### src/uart_im_pkg.sv
// package: register map, field positions, reset values and types for the
// interrupt and modem control section of the serial port.
// assumes a 32-bit AXI4-Lite register bus with one aligned word per register.
package uart_im_pkg;

  localparam int          ADDR_W       = 8;
  localparam int          DATA_W       = 32;

  // byte addresses
  localparam logic [7:0]  OFS_RX_TX    = 8'h00;
  localparam logic [7:0]  OFS_IER      = 8'h04;
  localparam logic [7:0]  OFS_IIR      = 8'h08;
  localparam logic [7:0]  OFS_MCR      = 8'h10;
  localparam logic [7:0]  OFS_LSR      = 8'h14;
  localparam logic [7:0]  OFS_MSR      = 8'h18;

  // interrupt enable fields
  localparam int          IER_RXDATA   = 0;
  localparam int          IER_THRE     = 1;
  localparam int          IER_LINE     = 2;
  localparam int          IER_MODEM    = 3;

  // modem control fields
  localparam int          MCR_LOOP     = 4;

  // reset values
  localparam logic [3:0]  IER_RST      = 4'h0;
  localparam logic [4:0]  MCR_RST      = 5'h00;
  localparam logic [3:0]  DELTA_RST    = 4'h0;
  localparam logic [4:0]  PIN_IDLE     = 5'h1F;

  localparam logic [1:0]  RESP_OKAY    = 2'b00;
  localparam logic [1:0]  RESP_SLVERR  = 2'b10;

  typedef enum logic [1:0] {
    ID_MODEM  = 2'b00,
    ID_THRE   = 2'b01,
    ID_RXDATA = 2'b10,
    ID_LINE   = 2'b11
  } irq_id_t;

  // bit order matches status bits 7..4 and change bits 3..0
  typedef struct packed {
    logic carrier;
    logic ring;
    logic set_ready;
    logic clear_send;
  } modem_bits_t;

  typedef struct packed {
    logic loop;
    logic aux2;
    logic aux1;
    logic req_send;
    logic term_ready;
  } modem_ctl_t;

endpackage

### src/sync3.sv
// three-stage synchroniser for asynchronous pin inputs.
// assumes one clock; output follows once stages two and three agree.
`timescale 1ns/100ps
module sync3 #(
  parameter int         W         = 1,
  parameter logic [W-1:0] RESET_VAL = '0
) (
  input  wire logic         aclk,
  input  wire logic         aresetn,
  input  wire logic [W-1:0] d,
  output logic      [W-1:0] q
);
  logic [W-1:0] s1_reg;
  logic [W-1:0] s2_reg;
  logic [W-1:0] s3_reg;
  logic [W-1:0] q_reg;

  always_ff @(posedge aclk) begin
    if (!aresetn) begin
      s1_reg <= RESET_VAL;
      s2_reg <= RESET_VAL;
      s3_reg <= RESET_VAL;
    end else begin
      s1_reg <= d;
      s2_reg <= s1_reg;
      s3_reg <= s2_reg;
    end
  end

  // per bit: a level is taken only when the last two stages agree
  always_ff @(posedge aclk) begin
    if (!aresetn) begin
      q_reg <= RESET_VAL;
    end else begin
      for (int i = 0; i < W; i++) begin
        if (s2_reg[i] == s3_reg[i]) begin
          q_reg[i] <= s3_reg[i];
        end
      end
    end
  end

  assign q = q_reg;
endmodule // sync3

### src/uart_im_core.sv
// interrupt prioritisation, modem control/status and loopback of the serial port.
// assumes receiver, transmitter and line status logic on the same clock outside;
// modem pins and serial input are asynchronous.
`timescale 1ns/100ps
// Behaviour
// - four sources ranked line, data, empty, modem
// - identification read freezes the reported interrupt
// - bit 0 high means nothing pending
// - bits 2:1 encode highest pending source
// - identification bits 7:3 read zero
// - line errors raise; line status read clears
// - data ready raises; buffer read clears
// - empty cleared by identification read reporting it, or write
// - modem input changes raise; status read clears
// - enable bits 0..3 gate each source
// - all enables clear keeps interrupt low
// - control bits 0..3 drive pins inverted
// - loopback: output mark, transmit feeds receive
// - loopback: status follows control bits
// - loopback modem interrupts from control bits
// - writing change bits raises modem interrupt
// - control bits 7:5 read zero
// - change bits for clear, ready, carrier
// - ring change only on trailing edge
// - status read clears changes; any raises
// - status bits 7:4 are inverted pins outside loopback
// - reset: enable and control zero, id none
module uart_im_core
  import uart_im_pkg::*;
(
  input  wire logic              aclk,
  input  wire logic              aresetn,
  input  wire logic [ADDR_W-1:0] awaddr,
  input  wire logic              awvalid,
  output logic                   awready,
  input  wire logic [DATA_W-1:0] wdata,
  input  wire logic [3:0]        wstrb,
  input  wire logic              wvalid,
  output logic                   wready,
  output logic [1:0]             bresp,
  output logic                   bvalid,
  input  wire logic              bready,
  input  wire logic [ADDR_W-1:0] araddr,
  input  wire logic              arvalid,
  output logic                   arready,
  output logic [DATA_W-1:0]      rdata,
  output logic [1:0]             rresp,
  output logic                   rvalid,
  input  wire logic              rready,
  input  wire logic [7:0]        rx_data,
  input  wire logic              rx_ready,
  input  wire logic [7:0]        line_status,
  input  wire logic              line_error_pulse,
  input  wire logic              thr_empty,
  input  wire logic              tx_shift_out,
  output logic                   rx_shift_in,
  output logic [7:0]             tx_data,
  output logic                   tx_load,
  output logic                   receive_buffer_read,
  output logic                   line_status_read,
  input  wire logic              serial_input,
  output logic                   serial_output,
  input  wire logic              clear_send_n,
  input  wire logic              set_ready_n,
  input  wire logic              ring_n,
  input  wire logic              carrier_detect_input_n,
  output logic                   term_ready_n,
  output logic                   req_send_n,
  output logic                   aux1_n,
  output logic                   aux2_n,
  output logic                   interrupt_output
);

  logic [4:0]        pins_q;
  modem_ctl_t        mcr_reg;
  logic [3:0]        ier_reg;
  modem_bits_t       modem_now;
  modem_bits_t       modem_prev_reg;
  logic              prev_valid_reg;
  logic [3:0]        delta_set;
  logic [3:0]        msr_write_set;
  logic [3:0]        msr_delta_reg;
  logic              aw_have_reg;
  logic              w_have_reg;
  logic [7:0]        awaddr_reg;
  logic [7:0]        wbyte_reg;
  logic              wlane_reg;
  logic              wr_fire;
  logic              wr_ok;
  logic              rd_fire;
  logic              rd_ok;
  logic [7:0]        rd_byte;
  logic              rd_iir_reg;
  logic              frozen;
  logic              ls_pend_reg;
  logic              thre_pend_reg;
  logic              thre_prev_reg;
  logic              iir_read;
  logic              msr_read;
  logic              thr_write;
  logic [3:0]        en_pend;
  logic              any_en;
  irq_id_t           live_id;
  logic              bvalid_reg;
  logic [1:0]        bresp_reg;
  logic              rvalid_reg;
  logic [1:0]        rresp_reg;
  logic [7:0]        rdata_reg;
  logic [7:0]        tx_data_reg;
  logic              tx_load_reg;
  logic              intr_reg;
  logic              serial_output_reg;

  sync3 #(
    .W         (5),
    .RESET_VAL (PIN_IDLE)
  ) u_pin_sync (
    .aclk    (aclk),
    .aresetn (aresetn),
    .d       ({carrier_detect_input_n, ring_n, set_ready_n, clear_send_n, serial_input}),
    .q       (pins_q)
  );

  // modem status sources
  always_comb begin
    if (mcr_reg.loop) begin
      modem_now.clear_send = mcr_reg.req_send;
      modem_now.set_ready  = mcr_reg.term_ready;
      modem_now.ring       = mcr_reg.aux1;
      modem_now.carrier    = mcr_reg.aux2;
    end else begin
      modem_now = ~pins_q[4:1];
    end
  end

  // first cycle after reset has no valid history, so no false change
  assign delta_set[0] = prev_valid_reg & (modem_prev_reg.clear_send ^ modem_now.clear_send);
  assign delta_set[1] = prev_valid_reg & (modem_prev_reg.set_ready ^ modem_now.set_ready);
  assign delta_set[2] = prev_valid_reg & modem_prev_reg.ring & ~modem_now.ring;
  assign delta_set[3] = prev_valid_reg & (modem_prev_reg.carrier ^ modem_now.carrier);

  always_ff @(posedge aclk) begin
    if (!aresetn) begin
      modem_prev_reg <= '0;
      prev_valid_reg <= 1'b0;
    end else begin
      modem_prev_reg <= modem_now;
      prev_valid_reg <= 1'b1;
    end
  end

  // a change arriving with the clearing read is kept
  always_ff @(posedge aclk) begin
    if (!aresetn) begin
      msr_delta_reg <= DELTA_RST;
    end else begin
      msr_delta_reg <= (msr_delta_reg & ~{4{msr_read}}) | delta_set | msr_write_set;
    end
  end

  // bus write side
  assign awready = !aw_have_reg && !bvalid_reg;
  assign wready  = !w_have_reg && !bvalid_reg;
  assign wr_fire = aw_have_reg && w_have_reg && !bvalid_reg;

  always_ff @(posedge aclk) begin
    if (!aresetn) begin
      aw_have_reg <= 1'b0;
      w_have_reg  <= 1'b0;
      awaddr_reg  <= 8'h00;
      wbyte_reg   <= 8'h00;
      wlane_reg   <= 1'b0;
    end else begin
      if (wr_fire) begin
        aw_have_reg <= 1'b0;
        w_have_reg  <= 1'b0;
      end else begin
        if (awvalid && awready) begin
          aw_have_reg <= 1'b1;
          awaddr_reg  <= awaddr;
        end
        if (wvalid && wready) begin
          w_have_reg <= 1'b1;
          wbyte_reg  <= wdata[7:0];
          wlane_reg  <= wstrb[0];
        end
      end
    end
  end

  always_comb begin
    wr_ok         = 1'b1;
    thr_write     = 1'b0;
    msr_write_set = 4'h0;
    if (awaddr_reg == OFS_RX_TX) begin
      thr_write = wr_fire && wlane_reg;
    end else if (awaddr_reg == OFS_MSR) begin
      msr_write_set = (wr_fire && wlane_reg) ? wbyte_reg[3:0] : 4'h0;
    end else if (awaddr_reg != OFS_IER && awaddr_reg != OFS_MCR) begin
      wr_ok = 1'b0;
    end
  end

  always_ff @(posedge aclk) begin
    if (!aresetn) begin
      ier_reg <= IER_RST;
      mcr_reg <= MCR_RST;
    end else if (wr_fire && wlane_reg) begin
      if (awaddr_reg == OFS_IER) begin
        ier_reg <= wbyte_reg[3:0];
      end else if (awaddr_reg == OFS_MCR) begin
        mcr_reg <= wbyte_reg[4:0];
      end
    end
  end

  always_ff @(posedge aclk) begin
    if (!aresetn) begin
      tx_data_reg <= 8'h00;
      tx_load_reg <= 1'b0;
    end else begin
      tx_load_reg <= thr_write;
      if (thr_write) begin
        tx_data_reg <= wbyte_reg;
      end
    end
  end

  always_ff @(posedge aclk) begin
    if (!aresetn) begin
      bvalid_reg <= 1'b0;
      bresp_reg  <= RESP_OKAY;
    end else if (wr_fire) begin
      bvalid_reg <= 1'b1;
      bresp_reg  <= wr_ok ? RESP_OKAY : RESP_SLVERR;
    end else if (bready) begin
      bvalid_reg <= 1'b0;
    end
  end

  // interrupt sources and priority
  always_ff @(posedge aclk) begin
    if (!aresetn) begin
      ls_pend_reg   <= 1'b0;
      thre_pend_reg <= 1'b0;
      // idle level of an empty holding register, so no false edge after reset
      thre_prev_reg <= 1'b1;
    end else begin
      ls_pend_reg   <= (ls_pend_reg & ~line_status_read) | line_error_pulse;
      thre_prev_reg <= thr_empty;
      thre_pend_reg <= (thre_pend_reg & ~(thr_write | (iir_read && live_id == ID_THRE && any_en)))
                       | (thr_empty & ~thre_prev_reg);
    end
  end

  assign en_pend[IER_RXDATA] = rx_ready & ier_reg[IER_RXDATA];
  assign en_pend[IER_THRE]   = thre_pend_reg & ier_reg[IER_THRE];
  assign en_pend[IER_LINE]   = ls_pend_reg & ier_reg[IER_LINE];
  assign en_pend[IER_MODEM]  = (|msr_delta_reg) & ier_reg[IER_MODEM];
  assign any_en              = |en_pend;

  always_comb begin
    if (en_pend[IER_LINE]) begin
      live_id = ID_LINE;
    end else if (en_pend[IER_RXDATA]) begin
      live_id = ID_RXDATA;
    end else if (en_pend[IER_THRE]) begin
      live_id = ID_THRE;
    end else begin
      live_id = ID_MODEM;
    end
  end

  // the reported source and the output hold while its read is answered
  assign frozen = rvalid_reg && rd_iir_reg;

  always_ff @(posedge aclk) begin
    if (!aresetn) begin
      intr_reg <= 1'b0;
    end else if (!frozen) begin
      intr_reg <= any_en;
    end
  end

  // bus read side
  assign arready             = !rvalid_reg;
  assign rd_fire             = arvalid && arready;
  assign receive_buffer_read = rd_fire && araddr == OFS_RX_TX;
  assign line_status_read    = rd_fire && araddr == OFS_LSR;
  assign iir_read            = rd_fire && araddr == OFS_IIR;
  assign msr_read            = rd_fire && araddr == OFS_MSR;

  always_comb begin
    rd_ok   = 1'b1;
    rd_byte = 8'h00;
    if (araddr == OFS_RX_TX) begin
      rd_byte = rx_data;
    end else if (araddr == OFS_IER) begin
      rd_byte = {4'h0, ier_reg};
    end else if (araddr == OFS_IIR) begin
      rd_byte = {5'h00, live_id, ~any_en};
    end else if (araddr == OFS_MCR) begin
      rd_byte = {3'h0, mcr_reg};
    end else if (araddr == OFS_LSR) begin
      rd_byte = line_status;
    end else if (araddr == OFS_MSR) begin
      rd_byte = {modem_now, msr_delta_reg};
    end else begin
      rd_ok = 1'b0;
    end
  end

  always_ff @(posedge aclk) begin
    if (!aresetn) begin
      rvalid_reg <= 1'b0;
      rresp_reg  <= RESP_OKAY;
      rdata_reg  <= 8'h00;
      rd_iir_reg <= 1'b0;
    end else if (rd_fire) begin
      rvalid_reg <= 1'b1;
      rresp_reg  <= rd_ok ? RESP_OKAY : RESP_SLVERR;
      rdata_reg  <= rd_byte;
      rd_iir_reg <= araddr == OFS_IIR;
    end else if (rready) begin
      rvalid_reg <= 1'b0;
    end
  end

  // loopback path; a registered mark avoids a glitch on the pin
  always_ff @(posedge aclk) begin
    if (!aresetn) begin
      serial_output_reg <= 1'b1;
    end else begin
      serial_output_reg <= mcr_reg.loop | tx_shift_out;
    end
  end

  assign rx_shift_in      = mcr_reg.loop ? tx_shift_out : pins_q[0];
  assign serial_output    = serial_output_reg;
  assign term_ready_n     = ~mcr_reg.term_ready;
  assign req_send_n       = ~mcr_reg.req_send;
  assign aux1_n           = ~mcr_reg.aux1;
  assign aux2_n           = ~mcr_reg.aux2;
  assign interrupt_output = intr_reg;
  assign tx_data          = tx_data_reg;
  assign tx_load          = tx_load_reg;
  assign bvalid           = bvalid_reg;
  assign bresp            = bresp_reg;
  assign rvalid           = rvalid_reg;
  assign rresp            = rresp_reg;
  assign rdata            = {24'h000000, rdata_reg};
endmodule // uart_im_core

### config.mk
export PLATFORM = sky130hd
export DESIGN_NAME = uart_im_core
export DESIGN_NICKNAME = d
export VERILOG_FILES = /design/src/uart_im_pkg.sv /design/src/sync3.sv /design/src/uart_im_core.sv
export SDC_FILE = /design/constraint.sdc
export NUM_CORES = 1
export LEC_CHECK = 0
export ABC_AREA = 1
export BUFFER_PORTS_ARGS = -buffer_cell sky130_fd_sc_hd__clkbuf_2
export CAP_MARGIN = 20
export CORE_ASPECT_RATIO = 0.8
export CORE_UTILIZATION = 52
export DETAILED_ROUTE_END_ITERATION = 8
export GPL_TIMING_DRIVEN = 0
export PLACE_DENSITY = 0.84
export SYNTH_ARGS = -nofsm -noshare
export SYNTH_HDL_FRONTEND = slang
export SYNTH_SLANG_ARGS = --single-unit
### constraint.sdc
create_clock -name aclk -period 3.2 [get_ports aclk]
set_clock_uncertainty 0.05 [all_clocks]
set_input_delay 0.8 -clock aclk [delete_from_list [all_inputs] [get_ports aclk]]
set_output_delay 0.8 -clock aclk [all_outputs]
set_load 0.05 [all_outputs]
Word-level counts from Yosys, hierarchy flattened
Cells that the tools add are included.

word-level totals
  register bits = 86
  bits in latches = 0
  memories kept = 0
  ROM bits = 0
  memory bits (writable) = 0
  output and inout port bits = 59

operators by class
  $lt $le $gt $ge = 0
  mux-type cells = 31
  equality and inequality tests = 16
  reductions and logical operators = 31
  shift operators = 0
  bitwise logic cells = 36
  $add $sub $neg = 0
  divide/modulo/power cells = 0
  multiply operators = 0

operators by type and width
  kind                                                             count
  8-bit 2-to-1 mux                                                 6
  8-bit by 5-bit == test with 1-bit output, second input constant  5
  1-bit 2-to-1 mux                                                 17
  8-bit by 3-bit == test with 1-bit output, second input constant  2
  1-bit logical AND                                                16
  8-bit logical NOT                                                2
  4-bit 2-to-1 mux                                                 4
  1-bit AND                                                        12
  1-bit NOT                                                        12
  8-bit by 4-bit == test with 1-bit output, second input constant  1
  2-bit 2-to-1 mux                                                 4
  8-bit by 3-bit != test with 1-bit output, second input constant  1
  8-bit by 5-bit != test with 1-bit output, second input constant  1
  4-bit NOT                                                        2
  4-bit bitwise OR                                                 2
  4-bit OR reduction                                               2
  2-bit AND reduction                                              3
  1-bit == test                                                    5
  4-bit AND                                                        1
  1-bit logical NOT                                                4
  1-bit bitwise OR                                                 4
  2-bit nonzero test                                               2
  3-bit AND reduction                                              1
  1-bit bitwise XOR                                                3
  other kinds (2)                                                  2

Longest topological paths before layout
  depth after elaboration = 11
  gate-level depth with buffers = 10
  gate-level depth less buffers = 9

By module
A second synthesis with hierarchy kept.

unflattened totals
  cells, all modules = 531
  area total of the unflattened synthesis = 3,875.0 um^2

by module, submodules not included
  module        cells each  seq. area each (um^2)  area an instance (um^2)  times used
  uart_im_core  444         1,281.2                3,211.8                  1
  sync3         87          400.4                  663.1                    1

Least setup slack after synthesis
OpenSTA, ideal clock, no wires.

  path type = register to output
  start point = register rvalid_reg, in the netlist rvalid
  end point = output port line_status_read
  path slack = 0.330 ns
  required time = 2.350 ns
  path buffers = 1
  arrival time = 2.020 ns
  cell stages (with the launch flop) = 5
  path through = dfxtp_1 inv_1 nand2_1 buf_2 nor2_1

on the way
  longest elaborated chain between the ends = 3

RTL lines
  item                    line                 RTL
  start, declared         uart_im_core.sv:106  logic rvalid_reg;
  start signal, assigned  uart_im_core.sv:315  rvalid_reg <= 1'b0;
  start signal, assigned  uart_im_core.sv:320  rvalid_reg <= 1'b1;
  start signal, assigned  uart_im_core.sv:325  rvalid_reg <= 1'b0;
  1-bit logical NOT       uart_im_core.sv:286  assign arready = !rvalid_reg;
  via arready             uart_im_core.sv:45   output logic arready,
  1-bit logical AND       uart_im_core.sv:287  assign rd_fire = arvalid && arready;
  1-bit logical AND       uart_im_core.sv:289  assign line_status_read = rd_fire && araddr == OFS_LSR;
  end, declared           uart_im_core.sv:60   output logic line_status_read,

The timed path passes the listed nets, and every way through them passes these cells.

Final worst setup path
  start point = input port araddr[3]
  end point = output port line_status_read

on the way
  longest elaborated chain between the ends = 2

RTL lines
  item                                      line                 RTL
  start, declared                           uart_im_core.sv:43   input wire logic [ADDR_W-1:0] araddr,
  8-bit by 5-bit == test with 1-bit output  uart_im_core.sv:289
  1-bit logical AND                         uart_im_core.sv:289

Every way passes these cells.

==> flow_summary.toml <==
[timing]
period_needed_ps = 2824
slew_headroom_pct = 60.17
max_freq_ghz = 0.3541
tns_ps = 0
rsz0062_at_grt = "no"
fin_ws_ps = 376.1
hold_viol = 0
post-route-period-util_pct = 88.25
drv_slew = 0
setup-violations-final = 0
tightest_slew_ps = 597.4

[layout]
area_delta_synth_final_pct = 22.78
diodes = 0
drive_gt1_share_pct = 28.87
layout.nets = 699
fillers = 597
utilization_pct = 68.21
multi_input_area_um2 = 1613
seqCellArea_um2 = 1682

[drt]
drt-wirelength-per-cell_um = 12.26
ant_nets = 0
drcViolationCount = 0
vias = 3424
drt_wl_total_mm = 8.634
drt-initial-drc-count = 197
dr.pass1.iters = 4
vias_per_cell = 4.864

[worst_hold_path]
hold_path.class = "register to register"
min_to = "u_pin_sync.s2_reg[0]$_SDFF_PN1_"
hold-path-cell-count = 1
hp-start = "u_pin_sync.s1_reg[0]$_SDFF_PN1_"

[synth]
yosysMostFrequentCell = "dfxtp_1"
ys_ff_latch = 84
synthFlopType = "dfxtp_1"
netlist_top_cells_count = "dfxtp_1 (84), nand2_1 (81), nor2_1 (63)"
ys_seq_area_share_pct = 45.84
synth_warnings = 0
synth_top_area_share_pct = 45.84
synth_async_sr_flop_share_pct = 0
syn-mean-instance-area_um2 = 7.487
synth_area_um2 = 3669
synth_area_leaders = "dfxtp_1 (46%), nand2_1 (8.3%), o21ai_0 (8.2%), nor2_1 (6.4%), buf_4 (5.7%)"
synth_edf_count = 0
synth_cells = 490
yosys.area.top_type = "dfxtp_1"
yosys.cell_types.count = 32

[setup_path]
path_class = "primary input to output port"
arrival_ps = 1970
worst_setup_path_start_kind = "primary input"
r2r_slack_ps = 1670
crit_fanout = 6
worstPathRequired_ps = 2350
r2r_start = "awaddr_reg[0]$_SDFFE_PN0P_"
rr_worst_depth = 6
r2r-end = "mcr_reg[3]$_SDFFE_PN0P_"
cp-end-kind = "output port"

[job]
maxCapViolations = 0

[run_status]
status = "finished clean"

[grt]
grt-ovfl-total = 0
grt_pass1_wl_mm = 13.97
grt_start_max_net_pins = 17
antenna_found_initial = 0
grt_use_total_pct = 24.36
first_global_vias = 3157

[power_and_ir_drop]
power_per_cell_area_nw_per_um2 = 482.6
leakagePower_nw = 2.170
p_total_w = 0.002174
ir_drop_mv = 0.3304

[cts]
cts_num_sinks = 84
cts_made_buffers = 9
postCtsHoldBufs = 0
cts_tree = "done"
cts_setup_buffers = 0
cts_root_buffer = "clkbuf_8"
cts_buffer_depth = 2
clock_latency_ps = 360
h-tree-depth = 3
cts_resized = 0
clkSlewWorstSetupHoldPaths_ps = 90

[placement]
dpl.hpwl_mm = 6.580
routabilityCongestion = 0.8589
port_buffers = 89
pre_cts_ws_ps = 416.6

[floorplanning]
core_um2 = 6604
initial_utilization_pct = 55.55
die_w_um = 95.91
rows = 26
dieArea_um2 = 7397
die_h_um = 77.13
ios = 143
critical path, stage by stage:
cell and delay [ps]:
clkbuf_2 90, inv_1 80, nand2_1 70, nor2_2 290
nand2_1 200, nor2_1 140, clkbuf_2 290
routing by layer:
| layer | vias up | global-route usage (%) | routed length (um) |
|---|---|---|---|
| met5 | - | 0 | 0 |
| met3 | 13 | 5.456 | 485 |
| met1 | 1535 | 31.04 | 3929 |
| li1 | 1772 | - | - |
| met4 | 0 | 9.104 | 111 |
| met2 | 104 | 39.86 | 4108 |
area by class of cell:
type	instances	share of cell area, %
well taps	84	2.333
plain buffers	41	6.028
flip-flops and latches	84	37.33
multi-input cells	338	35.81
inverters	52	4.361
repair buffers	89	9.889
clock buffers	10	3.056
clock inverters	6	1.194
power breakdown:
group | switching [W] | internal [W]
Combinational | 0.000224 | 0.000102
Clock | 0.000419 | 0.000320
Sequential | 0.0000247 | 0.00108
Total | 0.000668 | 0.00151
logic make-up after synthesis:
family / count (synthesis) / share of synthesized area, %
buf+inv: 93 / 12.76
other cells: 1 / 0.1022
compound gates: 107 / 15.59
simple gates: 205 / 25.72
flops: 84 / 45.84
through the flow:
step,hold WS [ps],instances,area [um2]
finish,367.9,704,4504
detailed placement,347.2,688,4313
global placement,343.8,688,4313
CTS,370.4,704,4504
floorplan,342.5,515,3762
global route,380.5,704,4504
layout by cell type (no fill, tap or decap):
cell	count
o2111ai_1	1
nor2_1	63
buf_4	28
nand3_1	21
inv_8	1
o22ai_1	1
dfxtp_1	84
o211ai_1	2
clkbuf_2	89
clkbuf_1	8
nand4_1	3
inv_2	5
or2_2	16
inv_6	4
buf_6	1
nor3_1	6
a21oi_2	2
inv_1	46
o21ai_0	60
clkinv_2	1
nand2_2	2
or2_4	1
nor2_4	4
o21ai_2	2
nor2_2	5
clkbuf_8	10
nand3_4	2
nor3_4	1
a21oi_1	32
clkinvlp_4	1
o21a_1	1
buf_2	4
nand2_1	81
a31oi_1	3
a21boi_1	2
o21ai_1	1
conb_1	26
worst max-delay path by stage:
stage                   startpoint  cells after the start          endpoint
3_3_place_gp             araddr[3]                      7  line_status_read
6_report                 araddr[3]                      7  line_status_read
3_5_place_dp             araddr[3]                      7  line_status_read
2_1_floorplan  rvalid$_SDFFE_PN0P_                      4  line_status_read
4_1_cts                  araddr[3]                      7  line_status_read
5_1_grt                  araddr[3]                      7  line_status_read
(Power assumes the default switching activity.)
